### src/rtl/cslp_pkg.sv
package cslp_pkg;
  // ----------------------------------------------------------------
  // Sequencing timing counts (cycles of i_clk_sys)
  // ----------------------------------------------------------------
  localparam int unsigned CSLP_CLK_NS = 4;
  localparam int unsigned CSLP_STPCLK_SETUP_NS = 40;
  localparam int unsigned CSLP_STPCLK_SETUP_CYC =
    (CSLP_STPCLK_SETUP_NS + CSLP_CLK_NS - 1) / CSLP_CLK_NS;
  localparam int unsigned CSLP_CLK_RUN_NS = 40;
  localparam int unsigned CSLP_CLK_RUN_CYC =
    (CSLP_CLK_RUN_NS + CSLP_CLK_NS - 1) / CSLP_CLK_NS;
  localparam int unsigned CSLP_CNT_W = 8;

  // ----------------------------------------------------------------
  // Sequencer states
  // ----------------------------------------------------------------
  typedef enum logic [2:0] {
    CSLP_RUN      = 3'b000,
    CSLP_STOP     = 3'b001,
    CSLP_DEEP     = 3'b010,
    CSLP_DEEPER   = 3'b011,
    CSLP_DEEP_EXIT = 3'b100,
    CSLP_CLK_WAIT = 3'b101
  } cslp_state_t;
endpackage

### src/rtl/cslp_sync_if.sv
`timescale 1ns/10ps
interface cslp_sync_if;
  logic lpc_clk_rise;
  logic sleep_req;
  logic deeper_req;
  logic pstate_busy;
  modport src (output lpc_clk_rise, output sleep_req, output deeper_req,
    output pstate_busy);
  modport dst (input lpc_clk_rise, input sleep_req, input deeper_req,
    input pstate_busy);
endinterface

### src/rtl/cslp_in_sync.sv
`timescale 1ns/10ps
module cslp_in_sync
(
  input wire logic i_clk_sys,     // System clock
  input wire logic i_rst_b,       // Async reset, active low
  input wire logic [3:0] i_async, // lpc clk, sleep, deeper, pstate
  cslp_sync_if.src o_sync         // Synchronised levels and edge
);
  logic [3:0] meta_q;
  logic [3:0] sync_q;
  logic lpc_prev_q;

  // ----------------------------------------------------------------
  // Two-flop synchronisers
  // ----------------------------------------------------------------
  always_ff @(posedge i_clk_sys or negedge i_rst_b)
  begin
    if (!i_rst_b)
    begin
      meta_q <= 4'h0;
      sync_q <= 4'h0;
      lpc_prev_q <= 1'b0;
    end
    else
    begin
      meta_q <= i_async;
      sync_q <= meta_q;
      lpc_prev_q <= sync_q[0];
    end
  end

  assign o_sync.lpc_clk_rise = sync_q[0] & ~lpc_prev_q;
  assign o_sync.sleep_req = sync_q[1];
  assign o_sync.deeper_req = sync_q[2];
  assign o_sync.pstate_busy = sync_q[3];
endmodule

### src/rtl/cslp_seq.sv
`timescale 1ns/10ps
// Contract
// - Drive deep sleep low to make the processor gate its core clock.
// - Deep sleep defaults high and returns high to leave deep sleep.
// - Deep sleep and stop-clock request are separate outputs.
// - Deep sleep stays asserted longer than the stop-clock request.
// - Assert deeper sleep to move from deep to deeper sleep.
// - Deassert deeper sleep to return from deeper to deep sleep.
// - Keep power good high through every voltage/frequency change.
// - The host reference clock times the bus and core/memory clocks.
// - Assert stop-clock request on a low-pin-count clock edge.
module cslp_seq
  import cslp_pkg::*;
#(
  parameter int unsigned SETUP_CYC = CSLP_STPCLK_SETUP_CYC,
  parameter int unsigned RUN_CYC = CSLP_CLK_RUN_CYC
)
(
  input wire logic i_clk_sys,       // System clock from host PLL
  input wire logic i_rst_b,         // Async reset, active low
  input wire logic i_lpc_clk,       // LPC bus clock, sampled
  input wire logic i_sleep_req,     // Power event: enter sleep
  input wire logic i_deeper_req,    // Power event: go deeper
  input wire logic i_pstate_busy,   // Voltage/freq change running
  input wire logic i_power_ok,      // Platform power is good
  output logic o_stop_clock_request_n, // To processor, active low
  output logic o_deep_sleep_n,      // To processor, active low
  output logic o_deeper_sleep_n,    // To processor, active low
  output logic o_cpu_power_good     // To processor
);
  cslp_sync_if sync_if ();
  cslp_state_t state_q;
  logic [CSLP_CNT_W-1:0] cnt_q;
  logic cnt_done;
  logic pwr_meta_q;
  logic pwr_sync_q;

  cslp_in_sync u_sync (
    .i_clk_sys (i_clk_sys),
    .i_rst_b (i_rst_b),
    .i_async ({i_pstate_busy, i_deeper_req, i_sleep_req, i_lpc_clk}),
    .o_sync (sync_if.src)
  );

  assign cnt_done = (cnt_q == '0);

  // ----------------------------------------------------------------
  // Sleep sequencer
  // ----------------------------------------------------------------
  always_ff @(posedge i_clk_sys or negedge i_rst_b)
  begin
    if (!i_rst_b)
    begin
      state_q <= CSLP_RUN;
      cnt_q <= '0;
    end
    else
    begin
      if (!cnt_done)
      begin
        cnt_q <= cnt_q - 1'b1;
      end
      unique case (state_q)
        CSLP_RUN:
        begin
          if (sync_if.sleep_req && sync_if.lpc_clk_rise)
          begin
            state_q <= CSLP_STOP;
            cnt_q <= CSLP_CNT_W'(SETUP_CYC);
          end
        end
        CSLP_STOP:
        begin
          // abort waits for LPC edge
          // Deep sleep never asserted on abort, so skip the clock wait
          if (!sync_if.sleep_req)
          begin
            if (sync_if.lpc_clk_rise)
            begin
              state_q <= CSLP_RUN;
            end
          end
          else if (cnt_done)
          begin
            state_q <= CSLP_DEEP;
          end
        end
        CSLP_DEEP:
        begin
          if (!sync_if.sleep_req)
          begin
            state_q <= CSLP_DEEP_EXIT;
          end
          else if (sync_if.deeper_req)
          begin
            state_q <= CSLP_DEEPER;
          end
        end
        CSLP_DEEPER:
        begin
          if (!sync_if.deeper_req || !sync_if.sleep_req)
          begin
            state_q <= CSLP_DEEP;
          end
        end
        CSLP_DEEP_EXIT:
        begin
          // release stop clock first, on LPC edge
          if (sync_if.lpc_clk_rise)
          begin
            state_q <= CSLP_CLK_WAIT;
            cnt_q <= CSLP_CNT_W'(RUN_CYC);
          end
        end
        CSLP_CLK_WAIT:
        begin
          if (cnt_done)
          begin
            state_q <= CSLP_RUN;
          end
        end
        default:
        begin
          state_q <= CSLP_RUN;
        end
      endcase
    end
  end

  // ----------------------------------------------------------------
  // Output registers
  // ----------------------------------------------------------------
  always_ff @(posedge i_clk_sys or negedge i_rst_b)
  begin
    if (!i_rst_b)
    begin
      o_stop_clock_request_n <= 1'b1;
      o_deep_sleep_n <= 1'b1;
      o_deeper_sleep_n <= 1'b1;
    end
    else
    begin
      // separate stop-clock output
      // Held through exit so release lands on an LPC edge
      o_stop_clock_request_n <= !(state_q == CSLP_STOP ||
        state_q == CSLP_DEEP || state_q == CSLP_DEEPER ||
        state_q == CSLP_DEEP_EXIT);
      o_deep_sleep_n <= !(state_q == CSLP_DEEP ||
        state_q == CSLP_DEEPER || state_q == CSLP_DEEP_EXIT ||
        state_q == CSLP_CLK_WAIT);
      o_deeper_sleep_n <= !(state_q == CSLP_DEEPER);
    end
  end

  // Power good held high during p-state activity so context survives
  always_ff @(posedge i_clk_sys or negedge i_rst_b)
  begin
    if (!i_rst_b)
    begin
      pwr_meta_q <= 1'b0;
      pwr_sync_q <= 1'b0;
      o_cpu_power_good <= 1'b0;
    end
    else
    begin
      pwr_meta_q <= i_power_ok;
      pwr_sync_q <= pwr_meta_q;
      o_cpu_power_good <= pwr_sync_q || (o_cpu_power_good &&
        sync_if.pstate_busy);
    end
  end

  // ----------------------------------------------------------------
  // Assertions
  // ----------------------------------------------------------------
  property p_deeper_in_deep;
    @(posedge i_clk_sys) disable iff (!i_rst_b)
    !o_deeper_sleep_n |-> !o_deep_sleep_n;
  endproperty
  a_deeper_in_deep: assert property (p_deeper_in_deep)
    else $error("deeper sleep outside deep sleep");

  property p_deep_exit_clock;
    @(posedge i_clk_sys) disable iff (!i_rst_b)
    $rose(o_deep_sleep_n) |-> o_stop_clock_request_n &&
      $past(o_stop_clock_request_n, 2);
  endproperty
  a_deep_exit_clock: assert property (p_deep_exit_clock)
    else $error("deep sleep released while clock stopped");

  property p_deep_entry;
    @(posedge i_clk_sys) disable iff (!i_rst_b)
    $fell(o_deep_sleep_n) |-> !o_stop_clock_request_n;
  endproperty
  a_deep_entry: assert property (p_deep_entry)
    else $error("deep sleep without stop clock");

  property p_deep_release;
    @(posedge i_clk_sys) disable iff (!i_rst_b)
    (state_q == CSLP_RUN) |=> o_deep_sleep_n;
  endproperty
  a_deep_release: assert property (p_deep_release)
    else $error("deep sleep low while running");

  property p_deeper_release;
    @(posedge i_clk_sys) disable iff (!i_rst_b)
    (state_q == CSLP_DEEPER && !sync_if.deeper_req) |=> ##1
      o_deeper_sleep_n;
  endproperty
  a_deeper_release: assert property (p_deeper_release)
    else $error("deeper sleep not released");

  property p_deeper_entry;
    @(posedge i_clk_sys) disable iff (!i_rst_b)
    (state_q == CSLP_DEEP && sync_if.sleep_req && sync_if.deeper_req)
      |=> ##1 !o_deeper_sleep_n;
  endproperty
  a_deeper_entry: assert property (p_deeper_entry)
    else $error("deeper sleep not asserted");

  property p_pgood_hold;
    @(posedge i_clk_sys) disable iff (!i_rst_b)
    (o_cpu_power_good && sync_if.pstate_busy) |=> o_cpu_power_good;
  endproperty
  a_pgood_hold: assert property (p_pgood_hold)
    else $error("power good dropped during p-state change");

  property p_stop_on_lpc;
    @(posedge i_clk_sys) disable iff (!i_rst_b)
    $changed(o_stop_clock_request_n) |-> $past(sync_if.lpc_clk_rise, 2);
  endproperty
  a_stop_on_lpc: assert property (p_stop_on_lpc)
    else $error("stop clock changed off an LPC edge");

  property p_stop_sync;
    @(posedge i_clk_sys) disable iff (!i_rst_b)
    (state_q == CSLP_STOP && $past(state_q) == CSLP_RUN) |->
      $past(sync_if.lpc_clk_rise);
  endproperty
  a_stop_sync: assert property (p_stop_sync)
    else $error("stop clock not aligned to LPC clock");

  property p_separate;
    @(posedge i_clk_sys) disable iff (!i_rst_b)
    (state_q == CSLP_CLK_WAIT) |=> o_stop_clock_request_n;
  endproperty
  a_separate: assert property (p_separate)
    else $error("stop clock held during clock restart");
endmodule

### config.mk
export PLATFORM = sky130hd
export DESIGN_NAME = cslp_seq
export DESIGN_NICKNAME = d
export VERILOG_FILES = /design/src/rtl/cslp_pkg.sv /design/src/rtl/cslp_sync_if.sv /design/src/rtl/cslp_in_sync.sv /design/src/rtl/cslp_seq.sv
export SDC_FILE = /design/constraint.sdc
export NUM_CORES = 1
export LEC_CHECK = 0
export ABC_AREA = 1
export BUFFER_PORTS_ARGS = -buffer_cell sky130_fd_sc_hd__clkbuf_2
export CORE_UTILIZATION = 45
export DETAILED_ROUTE_END_ITERATION = 12
export HOLD_SLACK_MARGIN = 0.05
export PLACE_DENSITY = 0.7
export SYNTH_ARGS = -nofsm -noshare
export SYNTH_HDL_FRONTEND = slang
export SYNTH_SLANG_ARGS = --single-unit
### constraint.sdc
create_clock -name i_clk_sys -period 1.66 [get_ports i_clk_sys]
set_input_delay 0.166 -clock i_clk_sys [delete_from_list [all_inputs] [get_ports i_clk_sys]]
set_output_delay 0.166 -clock i_clk_sys [all_outputs]
set_load 0.1 [all_outputs]
==> metrics.txt, run 1 <==
filler instances 200; die height 52.1 um; Ys Warns 0; critical path fanouts, max 1; minimum clock period 1450 ps; Mapped Cells around 110; # diodes 0; number of buffers created by CTS 3; element type at the critical path start flip-flop; post-place setup slack 307 ps; commonest non-fill, non-tap cells in the layout dfrtp_1, nand2_1, nor2_1; Slew HR 0.593; switching pwr 0.926 mW; sequential fraction of design power 0.429; syn_area_per_cell 9.89 um^2; post-synth top area cell dfrtp_1; Core Rows 17; drt wl/cell 10.5 um; flip-flop and latch count after synthesis 26; vias in the first global route 724; slowest library cell on the worst path dfstp_2; RSZ-0062 raised after global routing no; final RePlAce weighted congestion 0.905; share of layout cells above drive strength 1 0.246; Sum Neg Setup Slack 0 ps; clock tree buffer depth 2; area growth from synthesis to layout 16.1%; Clk pwr share 0.139; post-route ant nets 0; Int Pwr 1.24 mW; Via density 4.81; pin count of the biggest net entering global routing 27; later-pin clock latency in the skew report 300 ps; top cell type's share of synthesized area 0.511; post-route cell area 1310 um^2; Overall Power 2.17 mW; Synth Net Count 123; Pins Over Slew Limit 0; htree depth 1; pwr/cell area ~1700 nW/um^2; initial antenna violation count 0; Die Width 52.1 um; Cell Area, Placed 1210 um^2; DRC Markers 0; final setup violating endpoints 0; Initial Util 0.495; Final Hold Viols 0; CTS Sinks 26; Area contributors post-synth dfrtp_1, nand2_1, dfstp_2, nor2_4, nor2_1; CP endpoint kind primary output; WP buf/inv 1; Root Buffer clkbuf_4; CORE AREA roughly 2300 um^2; DRT Pass-1 Iters 4; fin nets 144; Top-Level Pins 11; worst vdd ir 0.000856 V; Top Family by Delay on Critical Path flip-flops; Worst Path Arrival 1290 ps; clock skew 0.991 ps; Worst EP required ~1500 ps; switching fraction of total power 0.427; commonest non-fill, non-tap cell in the layout dfrtp_1; Worst-Margin Slew between 600 and 700 ps; port buffer count 10; cts repair resizes 0; Seq/Total Area, Yosys 0.580; leakage power between 0.6 and 0.7 nW; Reg clk slew, reported paths 130 ps; Core Util, Final 0.575; HP Class reg -> reg; Setup CP Type reg -> out; period utilization 0.876; critical-path cell list clkbuf_2; GRT overflow 0; PnR worst setup slack 206 ps; die area roughly 2700 um^2; area of the mapped netlist 1130 um^2; Vias roughly 780; Max-Cap Viols 0; gr usage total 0.149; Routed WL 1690 um; Starting DRT DRC Count 7; Yosys cell types 24; first-pass GRT wire length roughly 2900 um; clock tree from TritonCTS done; Comb pwr share 0.433; status finished clean; Max Freq 688 MHz; Slowest Stage Delay on Critical Path 540 ps; HPWL Detailed ~1300 um
-- layout make-up --
type / count / area (um^2) / area share
sequential: 26 / 654 / 0.500
multi-input combinational: 75 / 424 / 0.324
timing repair buffer: 16 / 110 / 0.0841
inverter: 13 / 48.8 / 0.0373
clock buffer: 4 / 36.3 / 0.0277
tap: 28 / 35.0 / 0.0268
-- power by group through the flow --
stage               combinational (mW)  clock, mW  sequential, mW
floorplan                        0.569          0            1.13
global placement                 0.903          0           0.935
detailed placement               0.939          0           0.939
CTS                              0.946      0.316           0.928
global route                      1.05      0.338           0.955
finish                           0.938      0.301           0.930
-- synthesized netlist by cell type, drive strengths merged --
| cell type | instances |
|---|---|
| xor2 | 2 |
| xnor2 | 2 |
| nor3 | 1 |
| nand2 | 25 |
| o211ai | 1 |
| ha | 2 |
| nand3 | 7 |
| nand3b | 1 |
| a31oi | 1 |
| dfrtp | 23 |
| inv | 13 |
| a21boi | 1 |
| o21ai | 4 |
| a21oi | 3 |
| nor2 | 22 |
| dfstp | 3 |
| nand4 | 1 |
| nor3b | 1 |
| a21o | 1 |
-- sequential cells by signal, summed over array words and instances, names as in the netlist --
name                    flops
pwr_sync_q                  1
u_sync.lpc_prev_q           1
pwr_meta_q                  1
state_q                     3
u_sync.sync_q               4
cnt_q                       8
o_cpu_power_good            1
o_deeper_sleep_n            1
o_deep_sleep_n              1
o_stop_clock_request_n      1
u_sync.meta_q               4
-- routing by layer --
layer / global-route usage / up-vias / part of all wire
met5: 0 / - / 0
met4: 0.0405 / 0 / 0.012
met3: 0.0526 / 2 / 0.038
met2: 0.261 / 13 / 0.48
met1: 0.171 / 365 / 0.47
li1: - / 399 / -
-- repair_timing --
item | CTS | global route
hold buffers | 6 | 0
hold endpoints to repair | 28 | 0
buffers inserted | 0 | 0
-- per-stage QoR --
stage                     hold slack, ps  instances
after floorplan                     -130        114
after global placement               206        152
after detailed placement             211        152
after CTS                            365        162
after global routing                 373        162
final                                363        162
-- worst paths after layout --
path                                              from                      to  slack (ps)  cells after the start
min in group asynchronous                      i_rst_b              state_q[1]         390                      2
worst min register to register        u_sync.meta_q[1]        u_sync.sync_q[1]         360                      0
worst max-delay path            o_stop_clock_request_n  o_stop_clock_request_n         210                      1
worst max register to register                cnt_q[0]              state_q[2]         290                      9
worst min-delay path                  u_sync.meta_q[1]        u_sync.sync_q[1]         360                      0
max in group asynchronous                      i_rst_b              state_q[2]         870                      2
-- cells by family after synthesis --
group | Yosys count | synth area share
flops | 26 | 0.580
fa+ha+maj | 2 | 0.0222
simple gates | 58 | 0.266
compound gates | 11 | 0.0566
buf+inv | 13 | 0.0433
xor+xnor | 4 | 0.0311
Note: power is estimated with default switching activity, not from simulation.
==> run 2, diff against run 1 <==
--- a/config.mk
+++ b/config.mk
@@ -7,6 +7,7 @@
 export LEC_CHECK = 0
 export ABC_AREA = 1
 export BUFFER_PORTS_ARGS = -buffer_cell sky130_fd_sc_hd__clkbuf_2
+export CORE_MARGIN = 2
 export CORE_UTILIZATION = 45
 export DETAILED_ROUTE_END_ITERATION = 12
 export HOLD_SLACK_MARGIN = 0.05
==> constraint.sdc (replaced) <==
create_clock -name i_clk_sys -period 1.4 [get_ports i_clk_sys]
set_input_delay 0.14 -clock i_clk_sys [delete_from_list [all_inputs] [get_ports i_clk_sys]]
set_output_delay 0.14 -clock i_clk_sys [all_outputs]
set_load 0.1 [all_outputs]
==> metrics.txt, run 2 (same netlist as run 1, synthesis figures left out) <==
Via density approximately 4.9; port buffer count 10; Starting DRT DRC Count 9; CORE AREA 2430 um^2; drt wl/cell 11.1 um; Initial Util 0.463; htree depth 1; most used cell, CP nand2_1; status finished clean; Hold Slack 332 ps; FF-to-FF Start cnt_q[0]; placed cell count 155; initial antenna violation count 0; gr usage total 0.159; Core Rows 18; Largest register FFs 8; clock tree buffer depth 2; first-pass GRT wire length 3240 um; Reg2Reg Capture Point state_q[2]; period utilization 0.935; final RePlAce weighted congestion 0.829; DRC Markers 0; critical path fanouts, max 4; Root Buffer clkbuf_4; WP buf/inv 1; worst vdd ir 0.00129 V; vias in the first global route 818; clock skew 8.62 ps; HPWL Detailed 1290 um; register bank with the most flops cnt_q; Worst EP required 1630 ps; slowest library cell on the worst path dfrtp_1; share of layout cells above drive strength 1 0.294; area growth from synthesis to layout 24.3%; Top-Level Pins 11; leakage power ~0.66 nW; number of buffers created by CTS 3; pin count of the biggest net entering global routing 27; die area 2920 um^2; critical-path cell list inv_2, ha_1, nand2_1, nor2_4, nor2_4, nor2_4, nand2_1, nand2_1, nand2_1; Max-Cap Viols 0; final std cells w/o fill 166; HP Class in -> async; CP endpoint kind flip-flop; GRT overflow 0; pwr/cell area 2090 nW/um^2; minimum clock period 1310 ps; Die Width 54.1 um; final setup violating endpoints 0; biggest regs cnt_q (8), u_sync.meta_q (4), u_sync.sync_q (4); DRT Pass-1 Iters 4; Setup CP Type reg -> reg; later-pin clock latency in the skew report 330 ps; Vias 812; clock tree from TritonCTS done; element type at the critical path start flip-flop; Worst-Margin Slew 613 ps; fin nets 146; commonest non-fill, non-tap cells in the layout nand2_1, dfrtp_1, nor2_1; Top Family by Delay on Critical Path simple AND/OR/NAND/NOR gates; Slowest Stage Delay on Critical Path 430 ps; flop2flop setup slack 90 ps; # diodes 0; Slew HR 0.591; CTS Sinks 26; post-route ant nets 0; r2r worst-path depth 9; Max Freq roughly 760 MHz; Worst Path Arrival 1540 ps; Sum Neg Setup Slack 0 ps; Final Hold Viols 0; Routed WL 1840 um; Pins Over Slew Limit 0; Reg clk slew, reported paths 140 ps; die height between 50 and 60 um
==> run 2: cell count changes in the layout (fill, tap and decap cells not counted), sizes merged <==
cell,change
buf,+5
clkbuf,-4
bufinv,+1
==> run 2: power by group <==
group / internal [mW] / switching, mW
sequential: 0.964 / 0.175
combinational: 0.488 / 0.786
clock: 0.290 / 0.222
total: 1.74 / 1.18
==> run 2: timing repair <==
item	4_1_cts	5_1_grt
gates resized for setup	0	7
hold buffers	6	0
setup buffers	0	1
hold endpoints to repair	28	0
endpoints found under the setup margin	0	7
==> run 2: worst max-delay path by stage <==
stage / startpoint / endpoint / slack [ps] / cells after the start
after floorplan: cnt_q[0] / state_q[2] / 130 / 9
after global placement: cnt_q[0] / state_q[2] / 130 / 9
after detailed placement: cnt_q[1] / state_q[2] / 60 / 9
after CTS: cnt_q[1] / state_q[2] / 30 / 9
after global routing: cnt_q[0] / state_q[2] / -6 / 9
final: cnt_q[0] / state_q[2] / 90 / 9
==> run 2: through the flow <==
step / total power, mW / utilization / setup slack, ps / area (um^2)
4_1_cts: 2.90 / 0.567 / 29.0 / 1380
5_1_grt: 3.12 / 0.576 / -6.23 / 1400
3_5_place_dp: 2.36 / 0.521 / 61.3 / 1270
6_report: 2.93 / 0.576 / 90.4 / 1400
3_3_place_gp: 2.32 / 0.521 / 133 / 1270
2_1_floorplan: 2.02 / - / 135 / 1130
==> run 2: routing by layer <==
metal  wire (um)  track usage  vias to the layer above
met2         897        0.262                       29
met3          98       0.0361                        5
met4          46        0.108                        0
met1         797        0.184                      374
li1            -            -                      404
met5           0            0                        -
==> run 2: cell type report <==
type	count	area (um^2)
Clock buffer	3	22.5
Clock inverter	1	30.0
Fill cell	196	1030
Inverter	13	48.8
Multi-Input combinational cell	75	437
Sequential cell	26	656
Tap cell	30	37.5
Timing Repair Buffer	18	170
